### src/spx_pkg.sv
// Shared constants for the byte-wide serial port: register map, field layout, rates.
// Assumes a 32-bit AXI4-Lite register bus and one system clock.
package spx_pkg;
    // Register byte addresses
    localparam logic [3:0] ADDR_CONTROL = 4'h0;
    localparam logic [3:0] ADDR_STATUS  = 4'h4;
    localparam logic [3:0] ADDR_DATA    = 4'h8;
    localparam logic [3:0] ADDR_PIN_DIR = 4'hc;
    // Control fields
    localparam int CTL_IRQ_EN     = 7;
    localparam int CTL_ENABLE     = 6;
    localparam int CTL_LSB_FIRST  = 5;
    localparam int CTL_MASTER     = 4;
    localparam int CTL_IDLE_LEVEL = 3;
    localparam int CTL_PHASE      = 2;
    localparam int CTL_RATE_HI    = 1;
    localparam int CTL_RATE_LO    = 0;
    // Status fields
    localparam int STS_DONE   = 7;
    localparam int STS_WRITE_COLLISION_FLAG   = 6;
    localparam int STS_DOUBLE = 0;
    // Pin direction fields
    localparam int DIR_MOSI     = 0;
    localparam int DIR_MISO     = 1;
    localparam int DIR_SCK      = 2;
    localparam int DIR_SS       = 3;
    localparam int DIR_SS_LEVEL = 4;
    // Reset values
    localparam logic [7:0] CONTROL_RESET = 8'h00;
    localparam logic [7:0] PIN_DIR_RESET = 8'h00;
    // Bus responses
    localparam logic [1:0] RESP_OKAY   = 2'h0;
    localparam logic [1:0] RESP_SLVERR = 2'h2;
    // Transfer shape
    localparam logic [4:0] LAST_EDGE = 5'h0f;
    // Half SCK period in system clocks, indexed by {double_rate, rate_select}
    localparam int HALF_W = 7;
    localparam logic [HALF_W-1:0] HALF_PERIOD [0:7] = '{
        7'h02, 7'h08, 7'h20, 7'h40, 7'h01, 7'h04, 7'h10, 7'h20
    };
endpackage : spx_pkg

### src/spx_clkdiv.sv
// Master SCK rate divider: one-cycle tick every half SCK period.
// Assumes i_half is at least one and stable while i_run is high.
`timescale 1ns/100ps
module spx_clkdiv #(
    parameter int CNT_W = spx_pkg::HALF_W
) (
    // Clock and reset
    input  wire logic             i_clock,
    input  wire logic             i_reset,
    // Control
    input  wire logic             i_run,
    input  wire logic [CNT_W-1:0] i_half,
    // Half-period enable
    output logic                  o_tick
);
    if (CNT_W < spx_pkg::HALF_W) begin : g_check
        $error("spx_clkdiv: CNT_W too small for the rate table");
    end

    logic [CNT_W-1:0] count;
    wire              wrap = (count == i_half - CNT_W'(1));

    assign o_tick = i_run & wrap;

    always_ff @(posedge i_clock) begin
        if (i_reset || !i_run || wrap) begin
            count <= '0;
        end else begin
            count <= count + CNT_W'(1);
        end
    end
endmodule : spx_clkdiv

### src/spx_port.sv
// Byte-wide serial port, master or slave, with AXI4-Lite registers.
// Assumes pins are asynchronous; pad logic resolves each pin from its oe_n.
`timescale 1ns/100ps
module spx_port #(
    parameter int ADDR_W = 4
) (
    // Clock and reset
    input  wire logic              i_clock,
    input  wire logic              i_reset,
    // AXI4-Lite write
    input  wire logic [ADDR_W-1:0] s_axi_awaddr,
    input  wire logic              s_axi_awvalid,
    output logic                   s_axi_awready,
    input  wire logic [31:0]       s_axi_wdata,
    input  wire logic [3:0]        s_axi_wstrb,
    input  wire logic              s_axi_wvalid,
    output logic                   s_axi_wready,
    output logic [1:0]             s_axi_bresp,
    output logic                   s_axi_bvalid,
    input  wire logic              s_axi_bready,
    // AXI4-Lite read
    input  wire logic [ADDR_W-1:0] s_axi_araddr,
    input  wire logic              s_axi_arvalid,
    output logic                   s_axi_arready,
    output logic [31:0]            s_axi_rdata,
    output logic [1:0]             s_axi_rresp,
    output logic                   s_axi_rvalid,
    input  wire logic              s_axi_rready,
    // Processor interrupt side
    input  wire logic              i_global_irq_enable,
    input  wire logic              i_irq_vector_ack,
    output logic                   o_transfer_irq,
    // Serial pins
    input  wire logic              i_sck,
    output logic                   o_sck,
    output logic                   o_sck_oe_n,
    input  wire logic              i_mosi,
    output logic                   o_mosi,
    output logic                   o_mosi_oe_n,
    input  wire logic              i_miso,
    output logic                   o_miso,
    output logic                   o_miso_oe_n,
    input  wire logic              i_ss_n,
    output logic                   o_ss_n,
    output logic                   o_ss_oe_n
);
    if (ADDR_W < 4) begin : g_check
        $error("spx_port: ADDR_W must be at least 4");
    end

    // Registers
    logic [7:0]        control;
    logic [7:0]        pin_dir;
    logic              double_rate;
    logic              done_flag;
    logic              write_collision_flag_flag;
    logic              clear_armed;
    logic [7:0]        tx_byte;
    logic [7:0]        rx_byte;
    logic [7:0]        rx_shift;
    logic [4:0]        edge_cnt;
    logic [2:0]        out_idx;
    logic              running;
    logic              sck_out;
    logic              serial_out;
    logic              sck_prev;
    // Bus state
    logic              aw_held;
    logic              w_held;
    logic [ADDR_W-1:0] aw_addr;
    logic [7:0]        w_byte;
    logic              w_lane0;

    // Synchronised pins and divider tick
    logic              s_ss_n;
    logic              s_sck;
    logic              s_mosi;
    logic              s_miso;
    logic              tick;

    spx_sync #(
        .WIDTH       (4),
        .RESET_VALUE (4'h8)
    ) u_sync (
        .i_clock (i_clock),
        .i_reset (i_reset),
        .i_async ({i_ss_n, i_sck, i_mosi, i_miso}),
        .o_sync  ({s_ss_n, s_sck, s_mosi, s_miso})
    );

    // Control field decode
    wire enable    = control[spx_pkg::CTL_ENABLE];
    wire master    = control[spx_pkg::CTL_MASTER];
    wire idle_lvl  = control[spx_pkg::CTL_IDLE_LEVEL];
    wire phase     = control[spx_pkg::CTL_PHASE];
    wire lsb_first = control[spx_pkg::CTL_LSB_FIRST];
    wire [2:0] rate_sel = {double_rate, control[spx_pkg::CTL_RATE_HI],
                           control[spx_pkg::CTL_RATE_LO]};

    // Bus decode
    wire aw_fire  = s_axi_awvalid & s_axi_awready;
    wire w_fire   = s_axi_wvalid & s_axi_wready;
    wire ar_fire  = s_axi_arvalid & s_axi_arready;
    wire do_write = aw_held & w_held & ~s_axi_bvalid;
    wire wr_hit_ctl  = (aw_addr == ADDR_W'(spx_pkg::ADDR_CONTROL));
    wire wr_hit_sts  = (aw_addr == ADDR_W'(spx_pkg::ADDR_STATUS));
    wire wr_hit_data = (aw_addr == ADDR_W'(spx_pkg::ADDR_DATA));
    wire wr_hit_dir  = (aw_addr == ADDR_W'(spx_pkg::ADDR_PIN_DIR));
    wire wr_mapped   = wr_hit_ctl | wr_hit_sts | wr_hit_data | wr_hit_dir;
    wire wr_lane     = do_write & w_lane0;
    wire rd_hit_ctl  = (s_axi_araddr == ADDR_W'(spx_pkg::ADDR_CONTROL));
    wire rd_hit_sts  = (s_axi_araddr == ADDR_W'(spx_pkg::ADDR_STATUS));
    wire rd_hit_data = (s_axi_araddr == ADDR_W'(spx_pkg::ADDR_DATA));
    wire rd_hit_dir  = (s_axi_araddr == ADDR_W'(spx_pkg::ADDR_PIN_DIR));
    wire rd_mapped   = rd_hit_ctl | rd_hit_sts | rd_hit_data | rd_hit_dir;
    wire data_write  = wr_lane & wr_hit_data;
    wire data_read   = ar_fire & rd_hit_data;
    wire status_read = ar_fire & rd_hit_sts;
    wire [7:0] status_byte = {done_flag, write_collision_flag_flag, 5'h00, double_rate};
    wire [7:0] rd_byte = rd_hit_ctl  ? control :
                         rd_hit_sts  ? status_byte :
                         rd_hit_data ? rx_byte :
                         rd_hit_dir  ? pin_dir : 8'h00;

    // Role and transfer decode
    wire takeover      = enable & master & ~pin_dir[spx_pkg::DIR_SS] & ~s_ss_n;
    wire slave_active  = enable & ~master & ~s_ss_n;
    wire transfer_busy = running | (edge_cnt != 5'h00);
    wire start         = data_write & enable & master & ~transfer_busy & ~takeover;
    wire slave_abort   = ~master & s_ss_n;
    wire restart       = start | ~enable | takeover | slave_abort;
    wire master_edge   = running & tick;
    wire slave_edge    = slave_active & (s_sck ^ sck_prev);
    wire edge_evt      = (master_edge | slave_edge) & ~restart;
    // Even edge counts are leading edges
    wire sample_evt    = edge_evt & (edge_cnt[0] == phase);
    wire advance       = edge_evt & (edge_cnt[0] != phase) & (edge_cnt != 5'h00);
    wire last_edge     = edge_evt & (edge_cnt == spx_pkg::LAST_EDGE);
    wire data_in       = master ? s_miso : s_mosi;
    wire [2:0] sample_idx   = lsb_first ? edge_cnt[3:1] : ~edge_cnt[3:1];
    wire [2:0] next_out_idx = restart ? 3'h0 : (advance ? out_idx + 3'h1 : out_idx);
    wire [7:0] tx_src       = (data_write & ~transfer_busy) ? w_byte : tx_byte;
    wire [2:0] tx_idx       = lsb_first ? next_out_idx : ~next_out_idx;
    wire       next_serial  = tx_src[tx_idx];

    logic [7:0] next_rx_shift;
    always_comb begin
        next_rx_shift = rx_shift;
        if (sample_evt) begin
            next_rx_shift[sample_idx] = data_in;
        end
    end

    // Flag events; a set wins over a clear
    wire done_set   = last_edge | takeover;
    wire write_collision_flag_set   = data_write & transfer_busy;
    wire clear_pair = clear_armed & (data_write | data_read);

    // Rate applies only to a running master
    spx_clkdiv #(
        .CNT_W (spx_pkg::HALF_W)
    ) u_clkdiv (
        .i_clock (i_clock),
        .i_reset (i_reset),
        .i_run   (running & master),
        .i_half  (spx_pkg::HALF_PERIOD[rate_sel]),
        .o_tick  (tick)
    );

    // Register file
    always_ff @(posedge i_clock) begin
        if (i_reset) begin
            control     <= spx_pkg::CONTROL_RESET;
            pin_dir     <= spx_pkg::PIN_DIR_RESET;
            double_rate <= 1'b0;
        end else begin
            if (wr_lane && wr_hit_ctl) begin
                control <= w_byte;
            end else if (takeover) begin
                control[spx_pkg::CTL_MASTER] <= 1'b0;
            end
            if (wr_lane && wr_hit_dir) begin
                pin_dir <= w_byte;
            end
            if (wr_lane && wr_hit_sts) begin
                double_rate <= w_byte[spx_pkg::STS_DOUBLE];
            end
        end
    end

    // Status flags
    always_ff @(posedge i_clock) begin
        if (i_reset) begin
            done_flag   <= 1'b0;
            write_collision_flag_flag   <= 1'b0;
            clear_armed <= 1'b0;
        end else begin
            if (done_set) begin
                done_flag <= 1'b1;
            end else if (clear_pair || i_irq_vector_ack) begin
                done_flag <= 1'b0;
            end
            if (write_collision_flag_set) begin
                write_collision_flag_flag <= 1'b1;
            end else if (clear_pair) begin
                write_collision_flag_flag <= 1'b0;
            end
            if (status_read) begin
                clear_armed <= done_flag | write_collision_flag_flag;
            end else if (data_write || data_read) begin
                clear_armed <= 1'b0;
            end
        end
    end

    // Shift engine
    always_ff @(posedge i_clock) begin
        if (i_reset) begin
            running    <= 1'b0;
            edge_cnt   <= 5'h00;
            out_idx    <= 3'h0;
            sck_out    <= 1'b0;
            sck_prev   <= 1'b0;
            serial_out <= 1'b0;
            tx_byte    <= 8'h00;
            rx_shift   <= 8'h00;
            rx_byte    <= 8'h00;
        end else begin
            sck_prev   <= s_sck;
            serial_out <= next_serial;
            out_idx    <= next_out_idx;
            rx_shift   <= next_rx_shift;
            if (data_write && !transfer_busy) begin
                tx_byte <= w_byte;
            end
            if (restart || last_edge) begin
                edge_cnt <= 5'h00;
            end else if (edge_evt) begin
                edge_cnt <= edge_cnt + 5'h01;
            end
            running <= start | (running & enable & master & ~takeover & ~last_edge);
            if (!running) begin
                sck_out <= idle_lvl;
            end else if (master_edge) begin
                sck_out <= ~sck_out;
            end
            if (last_edge) begin
                rx_byte <= next_rx_shift;
            end
        end
    end

    // Bus slave
    assign s_axi_awready = ~aw_held;
    assign s_axi_wready  = ~w_held;
    assign s_axi_arready = ~s_axi_rvalid;

    always_ff @(posedge i_clock) begin
        if (i_reset) begin
            aw_held      <= 1'b0;
            w_held       <= 1'b0;
            aw_addr      <= '0;
            w_byte       <= 8'h00;
            w_lane0      <= 1'b0;
            s_axi_bvalid <= 1'b0;
            s_axi_bresp  <= spx_pkg::RESP_OKAY;
            s_axi_rvalid <= 1'b0;
            s_axi_rdata  <= 32'h00000000;
            s_axi_rresp  <= spx_pkg::RESP_OKAY;
        end else begin
            if (aw_fire) begin
                aw_held <= 1'b1;
                aw_addr <= s_axi_awaddr;
            end else if (do_write) begin
                aw_held <= 1'b0;
            end
            if (w_fire) begin
                w_held  <= 1'b1;
                w_byte  <= s_axi_wdata[7:0];
                w_lane0 <= s_axi_wstrb[0];
            end else if (do_write) begin
                w_held <= 1'b0;
            end
            if (do_write) begin
                s_axi_bvalid <= 1'b1;
                s_axi_bresp  <= wr_mapped ? spx_pkg::RESP_OKAY : spx_pkg::RESP_SLVERR;
            end else if (s_axi_bready) begin
                s_axi_bvalid <= 1'b0;
            end
            if (ar_fire) begin
                s_axi_rvalid <= 1'b1;
                s_axi_rdata  <= {24'h000000, rd_byte};
                s_axi_rresp  <= rd_mapped ? spx_pkg::RESP_OKAY : spx_pkg::RESP_SLVERR;
            end else if (s_axi_rready) begin
                s_axi_rvalid <= 1'b0;
            end
        end
    end

    // Pins and interrupt
    assign o_sck          = sck_out;
    assign o_sck_oe_n     = ~(enable & master & pin_dir[spx_pkg::DIR_SCK]);
    assign o_mosi         = serial_out;
    assign o_mosi_oe_n    = ~(enable & master & pin_dir[spx_pkg::DIR_MOSI]);
    assign o_miso         = serial_out;
    assign o_miso_oe_n    = ~(slave_active & pin_dir[spx_pkg::DIR_MISO]);
    // Slave select is a plain output when DIR_SS is set, unless the port is an enabled slave
    assign o_ss_n         = pin_dir[spx_pkg::DIR_SS_LEVEL];
    assign o_ss_oe_n      = ~(pin_dir[spx_pkg::DIR_SS] & ~(enable & ~master));
    assign o_transfer_irq = done_flag & control[spx_pkg::CTL_IRQ_EN]
                          & i_global_irq_enable;
endmodule : spx_port

### src/spx_sync.sv
// Two-flop synchronisers for the serial port pins.
// Assumes the inputs are asynchronous to i_clock.
`timescale 1ns/100ps
module spx_sync #(
    parameter int               WIDTH       = 4,
    parameter logic [WIDTH-1:0] RESET_VALUE = '0
) (
    // Clock and reset
    input  wire logic             i_clock,
    input  wire logic             i_reset,
    // Pins in, synchronised out
    input  wire logic [WIDTH-1:0] i_async,
    output logic      [WIDTH-1:0] o_sync
);
    logic [WIDTH-1:0] stage1;

    // First stage feeds only the second
    for (genvar b = 0; b < WIDTH; b++) begin : g_bit
        always_ff @(posedge i_clock) begin
            if (i_reset) begin
                stage1[b] <= RESET_VALUE[b];
                o_sync[b] <= RESET_VALUE[b];
            end else begin
                stage1[b] <= i_async[b];
                o_sync[b] <= stage1[b];
            end
        end
    end
endmodule : spx_sync
### config.mk
export PLATFORM = sky130hd
export DESIGN_NAME = spx_port
export DESIGN_NICKNAME = d
export VERILOG_FILES = /design/src/spx_pkg.sv /design/src/spx_clkdiv.sv /design/src/spx_port.sv /design/src/spx_sync.sv
export SDC_FILE = /design/constraint.sdc
export NUM_CORES = 1
export LEC_CHECK = 0
export BUFFER_PORTS_ARGS = -buffer_cell sky130_fd_sc_hd__buf_4
export CAP_MARGIN = 20
export CELL_PAD_IN_SITES_DETAIL_PLACEMENT = 1
export CELL_PAD_IN_SITES_GLOBAL_PLACEMENT = 2
export CORE_MARGIN = 5
export CORE_UTILIZATION = 35
export DETAILED_ROUTE_END_ITERATION = 10
export HOLD_SLACK_MARGIN = 0.02
export PLACE_DENSITY_LB_ADDON = 0.1
export SYNTH_ARGS = -nofsm -noshare
export SYNTH_HDL_FRONTEND = slang
export SYNTH_SLANG_ARGS = --single-unit
export TNS_END_PERCENT = 10
### constraint.sdc
create_clock -name i_clock -period 7.33 [get_ports i_clock]
set_clock_uncertainty 0.2 [all_clocks]
set_input_delay 1.466 -clock i_clock [delete_from_list [all_inputs] [get_ports i_clock]]
set_output_delay 1.466 -clock i_clock [all_outputs]
set_load 0.05 [all_outputs]
* After elaboration in Yosys (flattened, before gate mapping)
Memories as Yosys holds them, arrays and structs flattened. Index checks and enable logic that the tools add are counted.
Storage, ports and cells: bits in registers 100, bits in latches 0, RAM bits 0, ROM bits 56, input port bits 57, output and inout bits 50, logic and storage cells 194, memories kept 1
Memories:
- (no name shown) | depth 8, bits a word 7, rd ports 1, clocked after memory_dff 0, wr ports 0, line spx_port.sv:166 | .i_half (spx_pkg::HALF_PERIOD[rate_sel]),
Cells by class: add/subtract/negate cells 4, multiply operators 0, divide/modulo/power cells 0, magnitude comparators 4, equality and inequality tests 11, shift-type cells 0, multiplexer cells 37, bitwise operators 78, reductions and logical operators 24
Operators with widths (count):
- $mux W8 | 6
- $and A1 B1 Y1 | 41
- $mux W1 | 20
- $not A1 Y1 | 18
- $eq A4 B4 Y1 const B | 4
- $reduce_bool A2 Y1 | 8
- $or A1 B1 Y1 | 15
- $mux W7 | 2
- $mux W3 | 4
- $bwmux W8 | 1
- $eq A4 B3 Y1 const B | 2
- $logic_not A4 Y1 | 2
- $lt A3 B4 Y1 const B | 2
- $add A7 B1 Y7 const B | 1
- $eq A7 B7 Y1 | 1
- $sub A7 B1 Y7 const B | 1
- $not A3 Y3 | 2
- $add A5 B1 Y5 const B | 1
- $eq A5 B4 Y1 const B | 1
- $logic_and A1 B1 Y1 | 5
- $logic_or A1 B1 Y1 | 5
- $reduce_bool A5 Y1 | 1
- $ge A4 B4 Y1 const B | 1
- $mux W2 | 2
- 11 further kinds | 12

* Logic depth before layout (Yosys ltp)
Gate-level depths: netlist (run 1).
depth in word-level cells 21, gate-level depth with buffers 15, depth with buffers taken out 11

* Cells and area by module
From an unflattened synthesis (run 1), not the netlist that was laid out.
Second synthesis, totals: cells, all modules 546, area total of the unflattened synthesis 4758.3 um2
By module, submodules not included:
- spx_port | instances 1, cells an instance 476, area each 4052.6 um2, sequential area each 1661.6 um2
- spx_clkdiv | instances 1, cells an instance 54, area each 495.5 um2, sequential area each 140.1 um2
- spx_sync | instances 1, cells an instance 16, area each 210.2 um2, sequential area each 160.2 um2

* Worst setup path after synthesis (run 1)
OpenSTA, ideal clock, no wires.
path kind register to register, start register control[0], end register serial_out (netlist: o_miso), setup time 0.123 ns, data arrival time 3.357 ns, required time 7.007 ns, path slack 3.650 ns, cell stages (with the launch flop) 14, path buffers 2, clock period less this slack 3.680 ns, cells stage by stage dfxtp_1 > clkbuf_1 > or3_1 > ha_1 > buf_2 > xor2_1 > o211a_1 > o221a_2 > and4_1 > or4_4 > o211ai_4 > mux4_1 > mux2i_1 > o32ai_1
On the way: cells in the longest elaborated chain, start to end 18
Ends and longest elaborated chain:
- start, declared | line spx_port.sv:52 | logic [7:0] control;
- start signal, assigned | line spx_port.sv:173 | control <= spx_pkg::CONTROL_RESET;
- start signal, assigned | line spx_port.sv:178 | control <= w_byte;
- $not A3 Y4 (not written as such) (*) | line spx_port.sv:166
- $mem_v2 Z8 W7 (*)
- $mux W7 (not written as such) (*) (2 in a row) | line spx_port.sv:166
- $sub A7 B1 Y7 (*) | line spx_clkdiv.sv:21 | wire wrap = (count == i_half - CNT_W'(1));
- $eq A7 B7 Y1 (*) | line spx_clkdiv.sv:21
- $and A1 B1 Y1 (*) | line spx_clkdiv.sv:23 | assign o_tick = i_run & wrap;
- $and A1 B1 Y1 (*) | line spx_port.sv:132 | wire master_edge = running & tick;
- $or A1 B1 Y1 (*) | line spx_port.sv:134 | wire edge_evt = (master_edge | slave_edge) & ~restart;
- $and A1 B1 Y1 (*) | line spx_port.sv:134
- $and A1 B1 Y1 (*) (2 in a row) | line spx_port.sv:137 | wire advance = edge_evt & (edge_cnt[0] != phase) & (edge_cnt != 5'h00);
- $mux W3 (*) (2 in a row) | line spx_port.sv:141 | wire [2:0] next_out_idx = restart ? 3'h0 : (advance ? out_idx + 3'h1 : out_idx);
- $not A3 Y3 | line spx_port.sv:143 | wire [2:0] tx_idx = lsb_first ? next_out_idx : ~next_out_idx;
- $mux W3 (*) | line spx_port.sv:143
- $bmux W1 S3 (*) | line spx_port.sv:144 | wire next_serial = tx_src[tx_idx];
- $mux W1 (not written as such) (*) | line spx_port.sv:144
- end signal, assigned | line spx_port.sv:230 | serial_out <= next_serial;
- end, declared | line spx_port.sv:65 | logic serial_out;
Mark *: on every way between the ends. The rest lies on a longest branch, timed or not. The select of a mux whose other input is x is not followed. A chain may end at the register's enable or synchronous reset.

* Worst setup path in the final report (run 1)
start register control[1], end register rx_byte[5]
On the way: cells in the longest elaborated chain, start to end 12, elaborated cells between the ends (all ways) 13, those cells by class add/sub (1); eq/ne (1); mux (3); bitwise (7); memory (1)
Ends and longest elaborated chain:
- $not A3 Y4 (not written as such) (*) | line spx_port.sv:166
- $mem_v2 Z8 W7 (*)
- $mux W7 (not written as such) (*) (2 in a row) | line spx_port.sv:166
- $sub A7 B1 Y7 (*) | line spx_clkdiv.sv:21
- $eq A7 B7 Y1 (*) | line spx_clkdiv.sv:21
- $and A1 B1 Y1 (*) | line spx_clkdiv.sv:23
- $and A1 B1 Y1 (*) | line spx_port.sv:132
- $or A1 B1 Y1 (*) | line spx_port.sv:134
- $and A1 B1 Y1 (*) | line spx_port.sv:134
- $and A1 B1 Y1 | line spx_port.sv:136 | wire sample_evt = edge_evt & (edge_cnt[0] == phase);
- $mux W8 | line spx_port.sv:149 | if (sample_evt) begin
- end signal, assigned | line spx_port.sv:248 | rx_byte <= next_rx_shift;
- end, declared | line spx_port.sv:59 | logic [7:0] rx_byte;
Marked as above.

==> results by group, run 1 <==
Setup path
  – CP max-delay cell: nor4_1
  – Origin of the critical flop-to-flop path: control[1]
  – RR Endpoint: rx_byte[5]
  – Reg2reg path depth: 11
  – Worst path depth: 11
  – Crit path max fanout: 24
  – Crit path buf inv count: 0
  – Crit-path max cell delay: roughly 500 ps
  – CP Capture Type: flop
  – Crit-path cells: or3b_1 -> ha_1 -> xor2_1 -> a311oi_1 -> o221a_2 -> nand4_1 -> nand2_1 -> nand3_2 -> nor4_1 -> mux2i_1 -> a211oi_1
  – Crit path arrival time: 4090 ps
  – Required time worst endpoint: around 7300 ps
  – Worst setup path class: reg2reg
  – R2R Setup Slk: approximately 3200 ps
  – Startpoint types: flop
  – CP delay by family, top: simple AND/OR/NAND/NOR gates

Cells and area
  – Seq. cell area: around 0.0020 mm²
  – Most frequent cells in the layout: 98 x dfxtp_1, 87 x nor2_1, 56 x buf_4
  – Nets: ~660
  – Share of layout cells above drive strength 1: around 15%
  – Multi-input logic area: roughly 0.0026 mm²
  – Area growth syn-to-layout: 14.37%
  – Final core utilization: between 40% and 50%
  – Fillers: 1599
  – Antenna cell count: 0
  – Commonest non-fill, non-tap cell in the layout: dfxtp_1
  – Post-Layout Cell Count: between 700 and 800

STA
  – Period utilization: 56.04%
  – Rel. slew slack: between 40% and 50%
  – Period minus WS final: around 4100 ps
  – Final Hold Fails: 0
  – Setup violators final: 0
  – Unrepaired setup endpoints after global routing: no
  – Setup TNS: 0 ps
  – Max Slew Vio Count: 0
  – Max Freq: around 240 MHz
  – Pin slew with the least headroom to its limit: 895.9 ps
  – Worst setup margin: around 3200 ps

Synth
  – Cell variety after synth: 60
  – Cells after Synth: 562
  – Mean post-synth cell area: just under 9 µm²
  – Largest family of logic cells by synthesized area: simple AND/OR/NAND/NOR gates
  – Flops & latches, synth: 98
  – Adder-cell area share of the yosys netlist: 1.546%
  – Post-synth EDFFs: 0
  – Sequential cell area fraction in the yosys report: 40.39%
  – Synth Area in Simple Gates: 23.52%
  – Compound-Gate Fraction of Synth Area: between 10 and 15%
  – Post-synth ARST share: 0%
  – Multiplexer area fraction after synthesis: about an eighth
  – Post-Syn Area: about 0.0049 mm²
  – XOR/XNOR Fraction of Synth Area: under 10%
  – Post-synth top flop: dfxtp_1
  – Yosys warns: 0

Global routing
  – Largest net degree at the start of global routing: 86
  – Met3 usage: between 5 and 6%
  – GR Util met1: between 20% and 30%
  – Vias in the first global route: between 3000 and 4000
  – Met2 Use GR: roughly a quarter
  – GRT Max-Usage Layer: met2
  – Initial antenna violation count: 0
  – Total GRT Usage: 15.99%
  – Grt ovf: 0
  – First-pass GRT wire length: slightly above 20 mm

Status
  – Outcome: complete, no violations

Flow run
  – Max Cap Viol: 0

Drt
  – WL final: around 13 mm
  – Post-DR wirelength/cell: around 17 µm
  – Routed Antenna Nets: 0
  – Starting DRC count in detailed routing: between 200 and 250
  – Vias post-DR: approximately 4000
  – Residual DRC: 0
  – Via-per-instance ratio: about 5.1
  – 1st-pass router iterations: 4

Clock tree
  – Skew-Pair Late Insertion Delay: around 350 ps
  – Post-cts repair resize count: 0
  – CTS tree: yes
  – Hold Buf Count CTS: 0
  – # clock sinks: 98
  – Clock Pin Slew Worst Setup and Hold Paths: about 70 ps
  – CTS Root Cell: clkbuf_16
  – Clock buffer depth: 2
  – H-tree depth: 3
  – CTS Buf Count: 9
  – Post-CTS setup buffers: 0

Power and ir drop
  – LEAKAGE: around 0.0022 µW
  – Worst IR Drop VDD: ~130 µV
  – Cell area power density: approximately 200 mW/mm²

Floorplanning
  – I/O pin cnt: about 110
  – Std-Cell Core Area: 0.01372 mm²
  – Row count: 43
  – Die area: ~0.016 mm²
  – Die width: ~130 µm
  – Chip height: roughly 130 µm
  – Starting Density: 35.40%

Place
  – Post-DP HPWL: between 9 and 10 mm
  – Final RePlAce weighted congestion: between 0.7 and 0.8
  – IO Port Bufs: 53
  – Dpl ws: roughly 3000 ps
  – DP Cell Count: roughly 760

Worst hold path
  – Min-Delay Path Class: reg2reg
  – WHS Path Cells: 1
  – Hold endpoint: u_sync.o_sync[3]
  – Hold_sp: u_sync.stage1[3]
## cell usage after synthesis, types with 2 or more instances
cell	instances	area (µm²)
nand2_1	45	168.9
clkbuf_1	25	93.84
a22oi_1	9	67.56
nand2b_1	4	25.02
or2_2	5	31.28
nor3b_1	4	30.03
o211ai_1	4	30.03
xnor2_1	6	52.55
a31oi_1	2	12.51
xor2_1	7	61.31
or3_1	6	37.54
o21ai_0	20	100.1
buf_4	27	202.7
a21oi_1	30	150.1
nor2_1	87	326.6
buf_2	5	25.02
ha_1	6	75.07
a211oi_1	11	82.58
nor4_1	12	75.07
o21a_1	4	30.03
nor2b_1	11	68.82
and4_1	3	26.28
nand3_1	13	65.06
nand4_1	5	31.28
nand2_2	2	12.51
mux2i_1	44	440.4
dfxtp_1	98	1962
mux4_2	4	90.09
nor3_1	12	60.06
and3_1	7	43.79
and2_1	2	12.51
inv_1	14	52.55
## where the power goes
part | internal (µW) | leakage, µW | switching, µW
Combinational | 24.7 | 0.00123 | 68.5
Clock | 262 | 0.000135 | 208
Sequential | 541 | 0.000794 | 9.45
## worst max path at each step
stage,from,to,slack [ps]
after floorplan,control[0],o_miso,3650
after global placement,control[1],rx_byte[7],3140
after detailed placement,control[1],rx_byte[4],2970
after CTS,control[1],rx_byte[4],2930
after global routing,control[1],rx_byte[5],2830
final,control[1],rx_byte[5],3220
## stage by stage
| step | instance area (µm²) | total power [µW] | hold WS (ps) |
|---|---|---|---|
| after floorplan | 4951 | 638.0 | 189.5 |
| after CTS | 5548 | 1133 | 241.0 |
| after global placement | 5264 | 655.4 | 220.5 |
| after detailed placement | 5264 | 656.8 | 226.6 |
| final | 5555 | 1115 | 232.7 |
| after global routing | 5555 | 1157 | 259.1 |
## metal layers
| layer | share of wire, % | vias to the layer above |
|---|---|---|
| li1 | - | 1977 |
| met1 | 45 | 1943 |
| met2 | 48 | 67 |
| met3 | 5.1 | 9 |
| met4 | 1.2 | 0 |
| met5 | 0 | - |
## layout make-up
cell class,instances,area share (%)
Clock buffer,10,4.122
Clock inverter,4,0.9910
Inverter,14,0.9459
Multi-Input combinational cell,417,47.00
Sequential cell,98,35.32
Tap cell,180,4.054
Timing Repair Buffer,56,7.568
## flip-flops by register name, indices dropped and copies added, names as in the netlist, 5 cells and up
signal	flops
w_byte	8
pin_dir	8
tx_byte	8
s_axi_rdata	8
control	8
edge_cnt	5
rx_byte	8
u_clkdiv.count	7
rx_shift	8
## kinds of logic after synthesis
group,count (synthesis)
multiplexers,50
flip-flops,98
other,1
buffers and inverters,72
AO/OA/AOI/OAI,92
adder cells (fa/ha/maj),6
AND/OR/NAND/NOR,230
XOR/XNOR,13
Note: power is estimated with default switching activity, not from simulation.
==> run 2, diff against run 1 <==
- ABC_AREA: default -> 1
- CORE_UTILIZATION: 35 -> 30
- clock period: 7.33 -> 3.8 ns (I/O delays scaled with it)
==> results by group, run 2 <==
Setup path
  – Crit path arrival time: roughly 3100 ps
  – Worst path depth: 18
  – Crit path max fanout: 17
  – CP Capture Type: flop
  – Origin of the critical flop-to-flop path: double_rate
  – Required time worst endpoint: around 3800 ps
  – Crit path to: edge_cnt[2]
  – Critical path origin: double_rate
  – CP max-delay cell: dfxtp_1
  – RR Endpoint: edge_cnt[2]
  – Startpoint types: flop
  – Worst setup path class: reg2reg
  – Crit-path max cell delay: 570 ps
  – R2R Setup Slk: around 700 ps
  – Reg2reg path depth: 18
  – Crit-path cells: inv_2 -> nand2_1 -> ha_1 -> inv_1 -> nand2_1 -> nand2_1 -> nand2_1 -> nand3_1 -> nor2_2 -> nand3_2 -> nand2_4 -> nand2_4 -> inv_4 -> nand2_1 -> nand2_1 -> inv_1 -> nand2_1 -> nor3b_1
  – Crit path buf inv count: 4
  – CP delay by family, top: simple AND/OR/NAND/NOR gates
  – Crit-path most repeated cell: nand2_1

Synth
  – Synth Area in Simple Gates: around 24%
  – Mean post-synth cell area: 7.359 µm²
  – Post-Syn Area: around 0.0047 mm²
  – Share of the synthesized area in the top cell type: between 40% and 50%
  – Synth area leader: dfxtp_1
  – Multiplexer area fraction after synthesis: under 10%
  – Post-synth top cells: 98 x dfxtp_1, 94 x inv_1, 89 x nand2_1, 89 x nor2_1, 49 x o21ai_0
  – Synth area leaders: dfxtp_1 42%, inv_1 7.6%, nand2_1 7.2%, nor2_1 7.2%, o21ai_0 5.3%
  – Cells after Synth: approximately 630
  – Most frequent cell after synthesis: dfxtp_1
  – Sequential cell area fraction in the yosys report: a little over two fifths
  – Largest family of logic cells by synthesized area: simple AND/OR/NAND/NOR gates
  – Post-synth EDFFs: 0
  – Flops & latches, synth: 98
  – Post-synth ARST share: 0%
  – Yosys warns: 0
  – Cell variety after synth: 42
  – XOR/XNOR Fraction of Synth Area: 1.689%
  – Compound-Gate Fraction of Synth Area: between 10% and 20%
  – Adder-cell area share of the yosys netlist: 1.609%
  – Post-synth top flop: dfxtp_1

Global routing
  – Largest net degree at the start of global routing: between 40 and 50
  – Total GRT Usage: about 15%
  – Vias in the first global route: just over 4000
  – Initial antenna violation count: 0
  – Grt ovf: 0
  – First-pass GRT wire length: around 21 mm

Place
  – IO Port Bufs: 53
  – Post-DP HPWL: between 9 and 10 mm
  – Final RePlAce weighted congestion: roughly 0.74

Drt
  – Vias post-DR: between 4000 and 5000
  – Residual DRC: 0
  – Via-per-instance ratio: around 4.6
  – Routed Antenna Nets: 0
  – WL final: 12.94 mm
  – Post-DR wirelength/cell: 14.78 µm
  – Starting DRC count in detailed routing: 156
  – 1st-pass router iterations: 4

Floorplanning
  – Std-Cell Core Area: between 0.015 and 0.02 mm²
  – Chip height: between 100 and 150 µm
  – Row count: 45
  – Starting Density: 30.69%
  – Die area: approximately 0.018 mm²
  – I/O pin cnt: approximately 110
  – Die width: roughly 130 µm

Power and ir drop
  – LEAKAGE: 0.002453 µW
  – Worst IR Drop VDD: 214.5 µV
  – Cell area power density: 416.4 mW/mm²

Cells and area
  – Antenna cell count: 0
  – Final core utilization: approximately 36%
  – Area growth syn-to-layout: 16.39%
  – Commonest non-fill, non-tap cell in the layout: dfxtp_1
  – Most frequent cells in the layout: 98 x dfxtp_1, 94 x inv_1, 89 x nand2_1, 89 x nor2_1, 58 x buf_4
  – Nets: roughly 750
  – Share of layout cells above drive strength 1: around 14%
  – Fillers: 1873

STA
  – Rel. slew slack: between 40% and 50%
  – Unrepaired setup endpoints after global routing: no
  – Pin slew with the least headroom to its limit: ~860 ps
  – Max Freq: ~320 MHz
  – Setup violators final: 0
  – Period minus WS final: approximately 3100 ps
  – Final Hold Fails: 0
  – Period utilization: 81.30%
  – Max Slew Vio Count: 0
  – Final Hold Slack: around 210 ps
  – Setup TNS: 0 ps

Clock tree
  – CTS Root Cell: clkbuf_16
  – Skew-Pair Late Insertion Delay: approximately 350 ps
  – Post-cts repair resize count: 0
  – Hold Buf Count CTS: 0
  – CTS Buf Count: 9
  – # clock sinks: a little under 100
  – Clock Pin Slew Worst Setup and Hold Paths: 70 ps
  – H-tree depth: 3
  – Post-CTS setup buffers: 0
  – CTS tree: yes
  – Clock buffer depth: 2

Status
  – Outcome: complete, no violations

Flow run
  – Max Cap Viol: 0

Worst hold path
  – Min-Delay Path Class: reg2reg
## run 2: logic make-up after synthesis
group / count (synthesis)
AO/OA/AOI/OAI: 110
flip-flops: 98
AND/OR/NAND/NOR: 252
XOR/XNOR: 9
adder cells (fa/ha/maj): 6
multiplexers: 14
other: 1
buffers and inverters: 144
## run 2: worst min-delay path by stage
stage	from	end	slack, ps	depth (start not counted)
CTS	u_sync.stage1[0]	u_sync.o_sync[0]	210	2
floorplan	u_sync.stage1[0]	u_sync.o_sync[0]	190	2
global route	u_sync.stage1[2]	u_sync.o_sync[2]	230	2
finish	u_sync.stage1[2]	u_sync.o_sync[2]	210	2
detailed placement	u_sync.stage1[0]	u_sync.o_sync[0]	200	2
global placement	u_sync.stage1[1]	u_sync.o_sync[1]	190	2
## run 2: worst reg2reg max path, delay by kind of cell (launching register included)
kind	cells	cell delay (ps)
buf+inv	4	360
simple gates	13	1600
fa+ha+maj	1	250
flops	1	570
## run 2: where the power goes
group | leakage, µW | total, µW | internal (µW) | switching, µW
registers | 0.000797 | 1070 | 1050 | 21.0
logic | 0.00151 | 226 | 57.2 | 169
clock network | 0.000148 | 961 | 520 | 441
## run 2: per-stage QoR
stage | instances | setup slack [ps] | power (µW) | instance area (µm²)
CTS | 876 | 649.2 | 2301 | 5430
global route | 876 | 324.3 | 2358 | 5430
global placement | 860 | 708.7 | 1323 | 5127
finish | 876 | 710.5 | 2261 | 5430
detailed placement | 860 | 700.5 | 1327 | 5127
floorplan | 659 | 1271 | 1275 | 4760
## run 2: area by class of cell
cell class                      count  area, µm²  area share (%)
Tap cell                          188      235.2           4.332
Sequential cell                    98       1962           36.13
Multi-Input combinational cell    417       2118           39.01
Clock inverter                      6      73.82           1.359
Timing Repair Buffer               58      435.4           8.018
Clock buffer                       10      229.0           4.217
Inverter                           99      376.6           6.935
## run 2: metal layers
layer | wire (µm) | vias up | part of all wire, % | track usage [%]
met2 | 6022 | 54 | 47 | 24.46
li1 | - | 2071 | - | -
met1 | 6304 | 1885 | 49 | 19.05
met4 | 148 | 0 | 1.1 | 3.394
met3 | 467 | 12 | 3.6 | 3.987
met5 | 0 | - | 0 | 0
==> run 3, diff against run 2 <==
- ABC_AREA: 1 -> 0
- CORE_UTILIZATION: 30 -> 29
- clock period: 3.8 -> 2.6 ns (I/O delays scaled with it)
==> results by group, run 3 (same netlist as run 1, synthesis figures left out) <==
Power and ir drop
  – Worst IR Drop VDD: about 270 µV
  – Cell area power density: roughly 510 mW/mm²
  – Sequential Power Share: approximately 48%
  – LEAKAGE: 0.002596 µW
  – Cell Int Power: approximately 2400 µW
  – Net Switching: 868.4 µW
  – Clock group share of total power: between 40 and 50%
  – Logic pwr share: between 8 and 9%
  – Switching share of power: 26.77%

Floorplanning
  – I/O pin cnt: roughly 110
  – Std-Cell Core Area: 0.01652 mm²
  – Die area: about 0.02 mm²
  – Row count: 47
  – Starting Density: around 29%
  – Chip height: around 140 µm
  – Die width: roughly 140 µm

Global routing
  – First-pass GRT wire length: around 24 mm
  – Largest net degree at the start of global routing: 34
  – Vias in the first global route: approximately 4600
  – Total GRT Usage: approximately 16%
  – Grt ovf: 0
  – Initial antenna violation count: 0

Setup path
  – CP Capture Type: flop
  – Crit path arrival time: approximately 3500 ps
  – RR Endpoint: o_miso
  – Crit path to: o_miso
  – Required time worst endpoint: 2630 ps
  – Origin of the critical flop-to-flop path: double_rate
  – R2R Setup Slk: -830 ps
  – Reg2reg path depth: 11
  – Critical path origin: double_rate
  – Startpoint types: flop
  – Crit path max fanout: 8
  – Worst setup path class: reg2reg

Drt
  – Residual DRC: 0
  – Via-per-instance ratio: approximately 4.9
  – Post-DR wirelength/cell: between 15 and 20 µm
  – Starting DRC count in detailed routing: about 160
  – Vias post-DR: 4370
  – WL final: between 10 and 15 mm
  – 1st-pass router iterations: 4
  – Routed Antenna Nets: 0

STA
  – Pin slew with the least headroom to its limit: about 750 ps
  – Period minus WS final: 3429 ps
  – Worst setup margin: -828.8 ps
  – Rel. slew slack: around half
  – Final Hold Slack: 150.6 ps
  – Period utilization: 131.9%
  – Unrepaired setup endpoints after global routing: yes
  – Final Hold Fails: 0
  – Setup violators final: 27
  – Max Slew Vio Count: 0
  – Max Freq: between 200 and 300 MHz

Cells and area
  – Commonest non-fill, non-tap cell in the layout: buf_4
  – Share of layout cells above drive strength 1: roughly 30%
  – Antenna cell count: 0
  – Final Instance Area: ~0.0064 mm²
  – Fillers: 1938
  – Nets: 731
  – Area growth syn-to-layout: 32.10%
  – Most frequent cells in the layout: 122 x buf_4, 95 x dfxtp_1, 85 x nor2_1

Clock tree
  – Skew-Pair Late Insertion Delay: between 300 and 400 ps
  – CTS Buf Count: 9
  – Hold Buf Count CTS: 0
  – Clock Pin Slew Worst Setup and Hold Paths: roughly 70 ps
  – CTS Root Cell: clkbuf_16
  – Clock buffer depth: 2
  – H-tree depth: 3
  – CTS tree: yes
  – # clock sinks: between 90 and 100

Place
  – Final RePlAce weighted congestion: between 0.8 and 0.9
  – Post-DP HPWL: approximately 11 mm
  – Placed cell areas: about 0.0058 mm²
  – IO Port Bufs: 53

Worst hold path
  – Min-Delay Path Class: in2reg

Status
  – Violated checks: negative setup slack
  – Outcome: finished with violations

Flow run
  – Max Cap Viol: 0
## run 3: changes by cell type in the layout (fill, tap and decap cells not counted), sizes merged, moves of 8 or more
cell    before  now
a211oi       3   11
a21oi       39   30
a22oi        0    9
buf         58  126
inv        100   17
mux2i       14   44
nand2       93   47
nand3       35   15
nor2b        0   11
nor4         2   13
o21ai       53   20
## run 3: timing repair
item	CTS	global route
gates resized for setup	27	17
endpoints found under the setup margin	35	35
gates cloned	2	0
setup buffers	8	2
pin swaps	21	12
## run 3: stage by stage
step           util [%]  setup slack (ps)  power, µW  cells  setup TNS (ps)
6_report          38.83            -828.8       3243    893          -14590
5_1_grt           38.83            -975.2       3379    893          -19700
4_1_cts           38.25            -853.4       3301    892          -14020
3_5_place_dp      35.13            -937.9       1873    866          -20460
3_3_place_gp      35.13            -834.5       1868    866          -17300
2_1_floorplan         -            -854.9       1799    587          -15400
## run 3: worst min path at each step
stage | startpoint | endpoint | slack (ps) | depth (start not counted)
5_1_grt | s_axi_rready | s_axi_rvalid | 130 | 2
2_1_floorplan | u_sync.stage1[3] | u_sync.o_sync[3] | 190 | 1
3_5_place_dp | u_sync.stage1[0] | u_sync.o_sync[0] | 230 | 1
6_report | s_axi_rready | s_axi_rvalid | 150 | 2
4_1_cts | s_axi_rready | s_axi_rvalid | 140 | 2
3_3_place_gp | u_sync.stage1[0] | u_sync.o_sync[0] | 220 | 1
## run 3: area by class of cell
type	instances	area [µm²]	share of cell area, %
Timing Repair Buffer	127	968.4	15.09
Inverter	14	52.55	0.8190
Tap cell	220	275.3	4.290
Clock inverter	7	83.83	1.307
Multi-Input combinational cell	418	2845	44.34
Sequential cell	98	1966	30.64
Clock buffer	9	225.2	3.510
## run 3: critical path, cell delays in order, from the launching register on
cell	delay [ps]
dfxtp_2	340
or3b_4	400
ha_4	210
xor2_2	170
o211a_1	250
o221a_4	230
and4_1	170
or4_4	440
o211ai_4	120
mux4_2	530
mux2i_1	150
o32ai_1	110
## run 3: power by group through the flow
stage / clock [µW] / sequential, µW / combinational [µW]
finish: 1410 / 1550 / 288
CTS: 1460 / 1550 / 290
detailed placement: 0 / 1580 / 288
floorplan: 0 / 1590 / 209
global route: 1520 / 1550 / 308
global placement: 0 / 1580 / 285
## run 3: per-layer routing
| layer | vias to the layer above | share of wire [%] | GRT usage, % |
|---|---|---|---|
| met2 | 92 | 47 | 25.42 |
| met3 | 21 | 4.2 | 2.950 |
| met4 | 0 | 1.9 | 5.922 |
| li1 | 2125 | - | - |
| met1 | 2132 | 46 | 20.49 |
| met5 | - | 0 | 0 |
